### config.mk
export PLATFORM = sky130hd
export DESIGN_NAME = sta_top
export DESIGN_NICKNAME = d
export VERILOG_FILES = /design/src/verilog/sta_pkg.sv /design/src/verilog/sta_alu.sv /design/src/verilog/sta_top.sv
export SDC_FILE = /design/constraint.sdc
export NUM_CORES = 2
export LEC_CHECK = 0
export BUFFER_PORTS_ARGS = -buffer_cell sky130_fd_sc_hd__buf_2
export CORE_MARGIN = 2
export CORE_UTILIZATION = 45
export CTS_CLUSTER_SIZE = 10
export DETAILED_ROUTE_END_ITERATION = 6
export PLACE_DENSITY = 0.7
export SLEW_MARGIN = 20
export SYNTH_ARGS = -nofsm -noshare
export SYNTH_HDL_FRONTEND = slang
export SYNTH_SLANG_ARGS = --single-unit
### constraint.sdc
create_clock -name CLOCK -period 8.8 [get_ports CLOCK]
set_input_delay 2.64 -clock CLOCK [delete_from_list [all_inputs] [get_ports CLOCK]]
set_output_delay 2.64 -clock CLOCK [all_outputs]
set_load 0.02 [all_outputs]
### src/verilog/sta_pkg.sv
/*
  Shared constants for the stack top adjust block: widths, command
  codes, descriptor layout, reset values and the sequencer states.
  Assumes a single clock domain and one outstanding memory access.
*/
`default_nettype none
package sta_pkg;
  // ---------------------------------------------------------------
  // Widths
  // ---------------------------------------------------------------
  localparam int WORD_W = 48; // One full stack word
  localparam int ADDR_W = 15; // Core memory address
  localparam int LIT_W = 10;  // Literal constant field, below 1024
  localparam int OP_W = 4;    // Command code

  // ---------------------------------------------------------------
  // Command codes
  // ---------------------------------------------------------------
  localparam logic [3:0] OP_NOP = 4'h0;   // Nothing
  localparam logic [3:0] OP_SET_S = 4'h1; // Load memory-top pointer
  localparam logic [3:0] OP_SET_F = 4'h2; // Load window base
  localparam logic [3:0] OP_SET_R = 4'h3; // Load reference table base
  localparam logic [3:0] OP_LIT = 4'h4;   // literal_syllable
  localparam logic [3:0] OP_VCALL = 4'h5; // value_call_syllable
  localparam logic [3:0] OP_ACALL = 4'h6; // address_call_syllable
  localparam logic [3:0] OP_REL = 4'h7;   // Window relative fetch
  localparam logic [3:0] OP_ADD = 4'h8;   // Add operator
  localparam logic [3:0] OP_MUL = 4'h9;   // Multiply operator
  localparam logic [3:0] OP_SWAP = 4'hA;  // swap_operator
  localparam logic [3:0] OP_STORE = 4'hB; // store_to_descriptor

  // ---------------------------------------------------------------
  // Word layout and reset values
  // ---------------------------------------------------------------
  localparam int ADDRESS_CALL_SYLLABLE_BIT = 47; // Marks a data descriptor word
  localparam logic [14:0] PTR_RESET = 15'h0000; // Pointer registers
  localparam logic [14:0] ONE_ADDR = 15'h0001;  // Pointer step

  // ---------------------------------------------------------------
  // Sequencer states, Gray along the fill and spill paths
  // ---------------------------------------------------------------
  typedef enum logic [2:0] {
    ST_IDLE = 3'h0,
    ST_DISP = 3'h1,
    ST_FILL = 3'h3,
    ST_ALU = 3'h2,
    ST_STORE = 3'h6,
    ST_FETCH = 3'h7,
    ST_SPILL = 3'h5
  } sta_state_e;
endpackage
`default_nettype wire

### src/verilog/sta_alu.sv
/*
  Two-operand arithmetic for the stack block: sum or product of the
  top two words, result registered one cycle after the go pulse.
  Assumes operands stay stable in the go cycle only.
*/
`timescale 1ns/1ns
`default_nettype none
module sta_alu (
  input wire logic clk,                         // Processor clock
  input wire logic rst_n,                       // Async reset, low
  input wire logic go,                          // Start, one cycle
  input wire logic is_mul,                      // Product, else sum
  input wire logic [sta_pkg::WORD_W-1:0] opa,   // Top word
  input wire logic [sta_pkg::WORD_W-1:0] opb,   // Second word
  output logic [sta_pkg::WORD_W-1:0] result     // Registered result
);
  // ---------------------------------------------------------------
  // Arithmetic
  // ---------------------------------------------------------------
  logic [2*sta_pkg::WORD_W-1:0] prod; // Full product
  logic [sta_pkg::WORD_W-1:0] sum;    // Wrapping sum

  // Only the low word is kept; overflow detection is not modelled
  always_comb
  begin
    prod = opa * opb;
    sum = opa + opb;
  end

  // Capture on go so the result is steady for the caller
  always_ff @(posedge clk or negedge rst_n)
  begin
    if (!rst_n)
      result <= '0;
    else if (go)
    begin
      if (is_mul)
        result <= prod[sta_pkg::WORD_W-1:0];
      else
        result <= sum;
    end
  end
endmodule
`default_nettype wire

### src/verilog/sta_top.sv
/*
  Stack top manager: keeps the top one or two stack words in the
  upper and lower arithmetic registers, moves words to and from core
  memory, and runs the push syllables and two-operand operators.
  Assumes core memory answers each held request with a one-cycle ack.
*/
`timescale 1ns/1ns
`default_nettype none
// Contract
// - Spill: increment pointer, then write there
// - Stack positions follow the two valid flags
// - Fill: read at pointer, then decrement it
// - Double fill: load lower, move up, reload
// - Two-operand ops wait for both registers
// - Result in lower register, upper emptied
// - Operators touch only top two words
// - Relative fetch at window base plus index
// - Literal pushes ten-bit constant as integer
// - Add leaves only the sum on top
// - Multiply leaves only the product on top
// - Store writes second word at descriptor
// - Swap exchanges the top two words
// - Address call pushes absolute address descriptor
// - Value call pushes referenced memory word
// - Store consumes both value and descriptor
// - Upper flag set exactly when upper valid
// - Lower flag set exactly when lower valid
// - Each register holds one 48-bit word
module sta_top (
  input wire logic CLOCK,                              // 100 MHz
  input wire logic RESET_N,                            // Async, low
  input wire logic CMD_VALID,                          // Command offered
  output logic CMD_READY,                              // Idle, takes cmd
  input wire logic [sta_pkg::OP_W-1:0] CMD_OP,         // Command code
  input wire logic [sta_pkg::ADDR_W-1:0] CMD_ARG,      // Index or value
  output logic MEM_REQ,                                // Access held
  output logic MEM_WE,                                 // Write access
  output logic [sta_pkg::ADDR_W-1:0] MEM_ADDR,         // Word address
  output logic [sta_pkg::WORD_W-1:0] MEM_WDATA,        // Write word
  input wire logic MEM_ACK,                            // Access done
  input wire logic [sta_pkg::WORD_W-1:0] MEM_RDATA,    // Read word
  output logic [sta_pkg::WORD_W-1:0] UPPER_WORD,       // A register
  output logic [sta_pkg::WORD_W-1:0] LOWER_WORD,       // B register
  output logic UPPER_VALID,                            // upper flag
  output logic LOWER_VALID,                            // lower flag
  output logic [sta_pkg::ADDR_W-1:0] STACK_PTR,        // Memory top
  output logic [sta_pkg::ADDR_W-1:0] WINDOW_BASE       // Window base
);
  // ---------------------------------------------------------------
  // Helpers
  // ---------------------------------------------------------------
  // Push classes bring a word to the top
  function automatic logic is_push(input logic [3:0] o);
    is_push = (o == sta_pkg::OP_LIT) || (o == sta_pkg::OP_VCALL) ||
              (o == sta_pkg::OP_ACALL) || (o == sta_pkg::OP_REL);
  endfunction

  // Pushes whose word comes from memory
  function automatic logic needs_fetch(input logic [3:0] o);
    needs_fetch = (o == sta_pkg::OP_VCALL) || (o == sta_pkg::OP_REL);
  endfunction

  // Operators on the top two words only
  function automatic logic is_two(input logic [3:0] o);
    is_two = (o == sta_pkg::OP_ADD) || (o == sta_pkg::OP_MUL) ||
             (o == sta_pkg::OP_SWAP) || (o == sta_pkg::OP_STORE);
  endfunction

  // ---------------------------------------------------------------
  // State
  // ---------------------------------------------------------------
  sta_pkg::sta_state_e state;      // Sequencer
  sta_pkg::sta_state_e next_state; // Its next value
  logic [3:0] op;                  // Latched command
  logic [14:0] arg;                // Latched argument
  logic [47:0] a;                  // Upper arithmetic register
  logic [47:0] b;                  // Lower arithmetic register
  logic av;                        // Upper valid flag
  logic bv;                        // Lower valid flag
  logic [14:0] s;                  // Memory-top pointer
  logic [14:0] f;                  // Window base
  logic [14:0] r;                  // Reference table base
  logic [47:0] pend;               // Fetched word awaiting push
  logic have;                      // pend is loaded
  logic [47:0] push_word;          // Word to place on top
  logic [47:0] alu_res;            // Sum or product
  logic alu_go;                    // Start arithmetic
  logic both;                      // Both registers valid
  logic mem_done;                  // Access acknowledged

  assign both = av && bv;
  assign mem_done = MEM_REQ && MEM_ACK;

  // ---------------------------------------------------------------
  // Outputs
  // ---------------------------------------------------------------
  assign CMD_READY = (state == sta_pkg::ST_IDLE);
  assign MEM_REQ = (state == sta_pkg::ST_FETCH) ||
                   (state == sta_pkg::ST_SPILL) ||
                   (state == sta_pkg::ST_FILL) ||
                   (state == sta_pkg::ST_STORE);
  assign MEM_WE = (state == sta_pkg::ST_SPILL) ||
                  (state == sta_pkg::ST_STORE);
  assign UPPER_WORD = a;
  assign LOWER_WORD = b;
  assign UPPER_VALID = av;
  assign LOWER_VALID = bv;
  assign STACK_PTR = s;
  assign WINDOW_BASE = f;

  // ---------------------------------------------------------------
  // Word to push
  // ---------------------------------------------------------------
  // Literal is a zero-extended integer, no memory word needed
  always_comb
  begin
    push_word = '0;
    if (op == sta_pkg::OP_LIT)
      push_word[sta_pkg::LIT_W-1:0] = arg[sta_pkg::LIT_W-1:0];
    else if (op == sta_pkg::OP_ACALL)
    begin
      push_word[sta_pkg::ADDR_W-1:0] = r + arg;
      push_word[sta_pkg::ADDRESS_CALL_SYLLABLE_BIT] = 1'b1;
    end
    else
      push_word = pend;
  end

  // ---------------------------------------------------------------
  // Sequencer
  // ---------------------------------------------------------------
  // One decision per visit to DISP; fetch, spill and fill steps loop back to it, store goes to IDLE
  always_comb
  begin
    next_state = state;
    case (state)
      sta_pkg::ST_IDLE:
        if (CMD_VALID)
          next_state = sta_pkg::ST_DISP;
      sta_pkg::ST_DISP:
        if (is_push(op))
        begin
          if (needs_fetch(op) && !have)
            next_state = sta_pkg::ST_FETCH;
          else if (both)
            next_state = sta_pkg::ST_SPILL;
          else
            next_state = sta_pkg::ST_IDLE;
        end
        else if (is_two(op))
        begin
          // Adjust until both hold valid words
          if (!both)
          begin
            if (bv)
              next_state = sta_pkg::ST_DISP;
            else
              next_state = sta_pkg::ST_FILL;
          end
          else if (op == sta_pkg::OP_STORE)
            next_state = sta_pkg::ST_STORE;
          else if (op == sta_pkg::OP_SWAP)
            next_state = sta_pkg::ST_IDLE;
          else
            next_state = sta_pkg::ST_ALU;
        end
        else
          next_state = sta_pkg::ST_IDLE;
      sta_pkg::ST_FETCH, sta_pkg::ST_SPILL, sta_pkg::ST_FILL:
        if (MEM_ACK)
          next_state = sta_pkg::ST_DISP;
      sta_pkg::ST_ALU:
        next_state = sta_pkg::ST_IDLE;
      sta_pkg::ST_STORE:
        if (MEM_ACK)
          next_state = sta_pkg::ST_IDLE;
      default:
        next_state = sta_pkg::ST_IDLE;
    endcase
  end

  // State register
  always_ff @(posedge CLOCK or negedge RESET_N)
  begin
    if (!RESET_N)
      state <= sta_pkg::ST_IDLE;
    else
      state <= next_state;
  end

  // Command latch, taken only while idle
  always_ff @(posedge CLOCK or negedge RESET_N)
  begin
    if (!RESET_N)
    begin
      op <= sta_pkg::OP_NOP;
      arg <= sta_pkg::PTR_RESET;
    end
    else if (CMD_READY && CMD_VALID)
    begin
      op <= CMD_OP;
      arg <= CMD_ARG;
    end
  end

  // ---------------------------------------------------------------
  // Base registers
  // ---------------------------------------------------------------
  always_ff @(posedge CLOCK or negedge RESET_N)
  begin
    if (!RESET_N)
    begin
      f <= sta_pkg::PTR_RESET;
      r <= sta_pkg::PTR_RESET;
    end
    else if (state == sta_pkg::ST_DISP)
    begin
      if (op == sta_pkg::OP_SET_F)
        f <= arg;
      if (op == sta_pkg::OP_SET_R)
        r <= arg;
    end
  end

  // Memory-top pointer: up before a spill, down after a fill
  always_ff @(posedge CLOCK or negedge RESET_N)
  begin
    if (!RESET_N)
      s <= sta_pkg::PTR_RESET;
    else if (state == sta_pkg::ST_DISP && op == sta_pkg::OP_SET_S)
      s <= arg;
    else if (state == sta_pkg::ST_DISP &&
             next_state == sta_pkg::ST_SPILL)
      s <= s + sta_pkg::ONE_ADDR;
    else if (state == sta_pkg::ST_FILL && MEM_ACK)
      s <= s - sta_pkg::ONE_ADDR;
  end

  // ---------------------------------------------------------------
  // Memory address and write data
  // ---------------------------------------------------------------
  // Set on entry so they stand unchanged for the whole access
  always_ff @(posedge CLOCK or negedge RESET_N)
  begin
    if (!RESET_N)
    begin
      MEM_ADDR <= sta_pkg::PTR_RESET;
      MEM_WDATA <= '0;
    end
    else if (state == sta_pkg::ST_DISP)
    begin
      case (next_state)
        sta_pkg::ST_SPILL:
        begin
          MEM_ADDR <= s + sta_pkg::ONE_ADDR;
          MEM_WDATA <= b;
        end
        sta_pkg::ST_FILL:
          MEM_ADDR <= s;
        sta_pkg::ST_FETCH:
          if (op == sta_pkg::OP_REL)
            MEM_ADDR <= f + arg;
          else
            MEM_ADDR <= r + arg;
        sta_pkg::ST_STORE:
        begin
          MEM_ADDR <= a[sta_pkg::ADDR_W-1:0];
          MEM_WDATA <= b;
        end
        default:
          MEM_ADDR <= MEM_ADDR;
      endcase
    end
  end

  // Fetched word for value call and relative access
  always_ff @(posedge CLOCK or negedge RESET_N)
  begin
    if (!RESET_N)
    begin
      pend <= '0;
      have <= 1'b0;
    end
    else if (CMD_READY)
      have <= 1'b0;
    else if (state == sta_pkg::ST_FETCH && MEM_ACK)
    begin
      pend <= MEM_RDATA;
      have <= 1'b1;
    end
  end

  // ---------------------------------------------------------------
  // Arithmetic unit
  // ---------------------------------------------------------------
  assign alu_go = (state == sta_pkg::ST_DISP) &&
                  (next_state == sta_pkg::ST_ALU);

  sta_alu u_alu (
    .clk(CLOCK),
    .rst_n(RESET_N),
    .go(alu_go),
    .is_mul(op == sta_pkg::OP_MUL),
    .opa(a),
    .opb(b),
    .result(alu_res)
  );

  // ---------------------------------------------------------------
  // Stack registers and valid flags
  // ---------------------------------------------------------------
  // Flags move only together with their words, so they never lie
  always_ff @(posedge CLOCK or negedge RESET_N)
  begin
    if (!RESET_N)
    begin
      a <= '0;
      b <= '0;
      av <= 1'b0;
      bv <= 1'b0;
    end
    else
    begin
      case (state)
        sta_pkg::ST_DISP:
          if (is_push(op) && !both && !(needs_fetch(op) && !have))
          begin
            // Place on top; old top slides down one
            if (av)
            begin
              b <= a;
              bv <= 1'b1;
            end
            a <= push_word;
            av <= 1'b1;
          end
          else if (is_two(op) && !av && bv)
          begin
            a <= b;
            av <= 1'b1;
            bv <= 1'b0;
          end
          else if (op == sta_pkg::OP_SWAP && both)
          begin
            a <= b;
            b <= a;
          end
        sta_pkg::ST_SPILL:
          if (MEM_ACK)
            bv <= 1'b0;
        sta_pkg::ST_FILL:
          if (MEM_ACK)
          begin
            b <= MEM_RDATA;
            bv <= 1'b1;
          end
        sta_pkg::ST_ALU:
        begin
          b <= alu_res;
          bv <= 1'b1;
          av <= 1'b0;
        end
        sta_pkg::ST_STORE:
          if (MEM_ACK)
          begin
            av <= 1'b0;
            bv <= 1'b0;
          end
        default:
          av <= av;
      endcase
    end
  end
endmodule
`default_nettype wire
**Word-level counts from Yosys, hierarchy flattened**

Index checks and enable logic that the tools add are counted.

- Add/subtract/negate cells: 5
- Reductions and logical operators: 48
- Mux-type cells: 43
- Multipliers: 1
- Equality and inequality tests: 29
- Bitwise gates (word level): 1

Operator list:

| cell | count |
|---|---|
| 48-bit 2-to-1 mux | 9 |
| 48-bit case mux with 3 select lines | 1 |
| 15-bit 2-to-1 mux | 5 |
| 15-bit case mux with 4 select lines | 1 |
| 48-bit adder | 1 |
| 48-bit by 48-bit multiplier with 48-bit output | 1 |
| 38-bit 2-to-1 mux | 1 |
| 32-bit 2-to-1 mux | 1 |
| 15-bit adder | 2 |
| 3-bit 2-to-1 mux | 9 |
| 3-bit == test (second input constant) | 6 |
| 4-bit by 3-bit == test with 1-bit output (second input constant) | 4 |
| 4-bit == test (second input constant) | 4 |
| 15-bit by 1-bit adder with 15-bit output (second input constant) | 1 |
| 15-bit by 1-bit subtractor with 15-bit output (second input constant) | 1 |
| 1-bit logical AND | 13 |
| 3-bit by 2-bit == test with 1-bit output (second input constant) | 4 |
| 3-bit case mux with 4 select lines | 1 |
| 2-bit AND reduction | 6 |
| 3-bit nonzero test | 4 |
| 1-bit logical OR | 11 |
| 1-bit 2-to-1 mux | 10 |
| 10-bit 2-to-1 mux | 1 |
| 5-bit AND reduction | 2 |
| 18 further kinds | 28 |

- Word-level logic and storage cells: 142
- Bits of input ports: 71
- Output and inout port bits: 194
- Bits in registers: 325

**Longest topological paths before layout**

- Depth in word-level cells: 11
- Gate-level depth with buffers: 32
- Depth with buffers taken out: 30

**By module**

From an unflattened synthesis, not the netlist that was laid out.

- Cells, all modules: 6088
- Area, all modules: 55233.0 um^2

By module, submodules not included:

| module | cells an instance | times used | area an instance (um^2) |
|---|---|---|---|
| sta_alu | 4591 | 1 | 40571.4 |
| sta_top | 1497 | 1 | 14661.6 |

**Worst setup path after synthesis**

Ideal clock, no wire load.

- Path kind: flip-flop to flip-flop
- From: register a[19] (netlist: UPPER_WORD[19])
- To: register u_alu.result[45] (netlist name)
- Buffers on the path: 2
- Clock period less this slack: 8.047 ns
- Setup slack: 0.753 ns
- Arrival: 7.952 ns
- Data required time: 8.705 ns
- Cell stages (with the launch flop): 31
- Cells stage by stage: dfrtp_1 -> clkbuf_1 -> clkbuf_1 -> nand2_1 -> fa_1 -> inv_1 -> fa_1 -> fa_1 -> fa_1 -> inv_1 -> fa_1 -> inv_1 -> fa_1 -> inv_1 -> fa_1 -> inv_1 -> fa_1 -> inv_1 -> fa_1 -> inv_1 -> ha_1 -> and3_1 -> and4_1 -> a32o_1 -> a211oi_1 -> nand2_1 -> a21oi_1 -> nor2_1 -> o41ai_1 -> a21oi_1 -> o31ai_1

- Cells in the longest elaborated chain, start to end: 2

RTL lines:

| item | line | text |
|---|---|---|
| from (decl) | sta_top.sv:76 | `logic [47:0] a;` |
| from (signal assigned) | sta_top.sv:334 | `a <= push_word;` |
| 48-bit by 48-bit multiplier with 48-bit output / 48-bit adder (equally long branches) | sta_alu.sv:26, sta_alu.sv:27 |  |
| 48-bit 2-to-1 mux (*) | sta_alu.sv:37 | `if (is_mul)` |
| to (signal assigned) | sta_alu.sv:38 | `result <= prod[sta_pkg::WORD_W-1:0];` |
| to (signal assigned) | sta_alu.sv:40 | `result <= sum;` |
| to (decl) | sta_alu.sv:15 | `output logic [sta_pkg::WORD_W-1:0] result` |

Mark *: on every way between the ends. The rest lies on a longest branch, timed or not.
A chain may end at the register's enable or synchronous reset.

**Worst setup path after layout**

- From: register b[3] (netlist: LOWER_WORD[3])
- To: register u_alu.result[44] (netlist name)

- Cells in the longest elaborated chain, start to end: 2

RTL lines:

| item | line | text |
|---|---|---|
| from (decl) | sta_top.sv:77 | `logic [47:0] b;` |
| from (signal assigned) | sta_top.sv:359 | `b <= alu_res;` |
| 48-bit by 48-bit multiplier with 48-bit output / 48-bit adder (equally long branches) | sta_alu.sv:26, sta_alu.sv:27 |  |
| 48-bit 2-to-1 mux (*) | sta_alu.sv:37 |  |

Marked as above.

==> flow_metrics.py <==
metrics = {
    "worst_setup_path": {
        "crit_slowest_cell": "fa_1",
        "slowest_delay_ns": 0.65,
        "required_ns": 9.28,
        "crit_fanout": 22,
        "worstPathArrival_ns": 9.05,
        "cpLargestDelayFamily": "adder cells",
        "path_buf_inv": 8,
        "criticalPathCategory": "reg -> reg",
        "crit_path_start_kind": "flop",
        "endpoint_kind": "flop",
        "crit_top_cell": "fa_1",
    },
    "floorplanning": {
        "rows": 128,
        "die-area_mm2": 0.126,
        "initial_core_util_pct": 45.4,
        "die_y_um": 355,
        "die_width_um": 355,
        "fp.coreArea_mm2": 0.122,
        "io_pins": 265,
    },
    "cts": {
        "cts_hold_buffers": 0,
        "clock-sinks": 325,
        "numCtsBuffers": 42,
        "insertion_delay_ns": 0.62,
        "cts-root-buf": "clkbuf_16",
        "clock_path_buffers": 3,
        "cts_htree_levels": 2,
        "clkTransAtPathRegs_ns": 0.06,
        "postCtsSetupBuffers": 0,
        "cts_resized": 0,
        "cts_tree": "built",
    },
    "yosys": {
        "ys_ff_latch": 325,
        "avgSynthCellArea_um2": 8.97,
        "synth_area_leader_cell": "fa_1",
        "ys_seq_area_share_pct": 14.7,
        "synth_top_area_share_pct": 36.0,
        "ys.warnings.count": 0,
        "synth-edff-count": 0,
        "synth_fp_nets": 7529,
        "synth_cell_types": 79,
        "ys_top_cells_by_area": "fa_1 (36%), dfrtp_1 (15%), and2_1 (8.3%)",
        "synth_flop_cell": "dfrtp_1",
        "async_flop_share_pct": 100,
        "yosysMostFrequentCell": "inv_1",
        "synth_cells": 6178,
        "syn_area_mm2": 0.0554,
        "ys_top_cells_by_count": "inv_1 (1,128), fa_1 (996), and2_1 (734), nand2_1 (684), clkbuf_1 (345)",
    },
    "grt": {
        "grt_pass1_wl_um": 307000,
        "grt_pass1_vias": 47607,
        "grt_use_total_pct": 32.8,
        "grt_start_max_net_pins": 127,
        "antenna_found_initial": 20,
        "overflow": 0,
    },
    "routing": {
        "drc_errors": 0,
        "routed_wl_um": 204000,
        "wl_per_cell_um": 25.6,
        "detail_route.first_pass.iterations": 6,
        "drt_iter0_markers": 4357,
        "vias_per_cell": 5.66,
        "vias": 45171,
        "drtAntennaViolNets": 0,
    },
    "place": {
        "gp_congestion": 1.01,
        "dpl.hpwl_um": 162000,
        "port_buffers": 264,
    },
    "layout": {
        "num-nets-final": 7678,
        "syn_to_final_growth_pct": 9.29,
        "drive_above_1_share_pct": 11.8,
    },
    "sta": {
        "period_share_pct": 97.4,
        "fmax_mhz": 117,
        "worst_pin_slew_ns": 1.17,
        "drv_slew": 0,
        "skew_ns": 0.0364,
        "finalSetupViolCount": 0,
        "rsz0062_at_grt": "false",
        "fin_crit_ns": 8.57,
        "hold_viol_final": 0,
        "fin_setup_tns_ns": 0,
        "slew_headroom_pct": 21.7,
    },
    "min_path": {
        "hp-class": "reg -> reg",
    },
    "run_status": {
        "outcome": "finished clean",
    },
    "flow_run": {
        "drv_cap": 0,
    },
}
[cells in the final DEF (no fill, tap or decap), types with 54 or more instances in the layout]
cell type	synthesis	routed
inv_1	1128	1128
fa_1	996	996
and2_1	734	734
nand2_1	684	684
dfrtp_1	325	294
ha_1	284	284
buf_2	11	263
a21oi_1	263	261
nor2_1	242	241
buf_4	3	206
o21ai_0	201	196
xnor2_1	152	152
mux2_2	147	147
nand3_1	81	79
mux2i_1	59	59
a31oi_1	58	57
xor2_1	54	54
[stage by stage]
stage                     area (um2)  utilization [%]  hold WS, ns  std cells  setup slack [ns]
after floorplan                55400                -        0.448       6178             0.753
after global placement         59200             48.5        0.460       7908             0.101
after detailed placement       59200             48.5        0.471       7908            0.0694
after CTS                      60500             49.5        0.486       7975            0.0769
after global routing           60500             49.6        0.515       7975           0.00976
final                          60500             49.6        0.487       7979             0.226
[layer usage]
layer	routed length (um)	track usage (%)
met5	126	0
met4	9630	13.0
met3	23400	9.09
met2	88500	49.8
met1	82200	44.6
[final timing paths]
path                                   from                to  slack [ns]  cells after the start
max                           LOWER_WORD[3]  u_alu.result[44]        0.23                     29
max in group asynchronous           RESET_N     MEM_WDATA[36]        5.39                      2
min in group asynchronous           RESET_N  u_alu.result[46]        1.98                      1
max reg2reg                   LOWER_WORD[3]  u_alu.result[44]        0.23                     29
min                        u_alu.result[16]  u_alu.result[16]        0.49                      2
min reg2reg                u_alu.result[16]  u_alu.result[16]        0.49                      2
[kinds of logic after synthesis]
| family | after synthesis | synth area share, % |
|---|---|---|
| adder cells (fa/ha/maj) | 1280 | 42.4 |
| XOR/XNOR | 207 | 3.30 |
| flip-flops | 325 | 14.7 |
| buffers and inverters | 1508 | 10.3 |
| AO/OA/AOI/OAI | 758 | 8.27 |
| multiplexers | 206 | 4.05 |
| AND/OR/NAND/NOR | 1894 | 17.0 |
[registers in the layout (all words and copies together) (netlist names), 48 cells and up]
register      cells
u_alu.result     48
MEM_WDATA        48
pend             48
LOWER_WORD       48
UPPER_WORD       48
[final cells by class]
| class | instances | area [um2] |
|---|---|---|
| fill | 11572 | 61500 |
| multi-input combinational | 4345 | 41700 |
| sequential | 325 | 8180 |
| inverter | 1129 | 4240 |
| timing repair buffer | 484 | 3130 |
| tap | 1625 | 2030 |
| clock buffer | 56 | 1130 |
| clock inverter | 11 | 136 |
| antenna | 4 | 10.0 |
[worst register-to-register path, delay by kind of cell (launching register included)]
family / cells / cell delay (ns)
buffers and inverters: 8 / 0.82
xor gates and xnor gates: 1 / 0.19
and+or+nand+nor: 3 / 0.49
AOI/OAI and AO/OA: 7 / 1.30
adders and majority gates: 10 / 5.07
DFF: 1 / 0.60
Power is not shown: default switching activity piles up to over one toggle a cycle in this logic, so the estimate is an artifact.
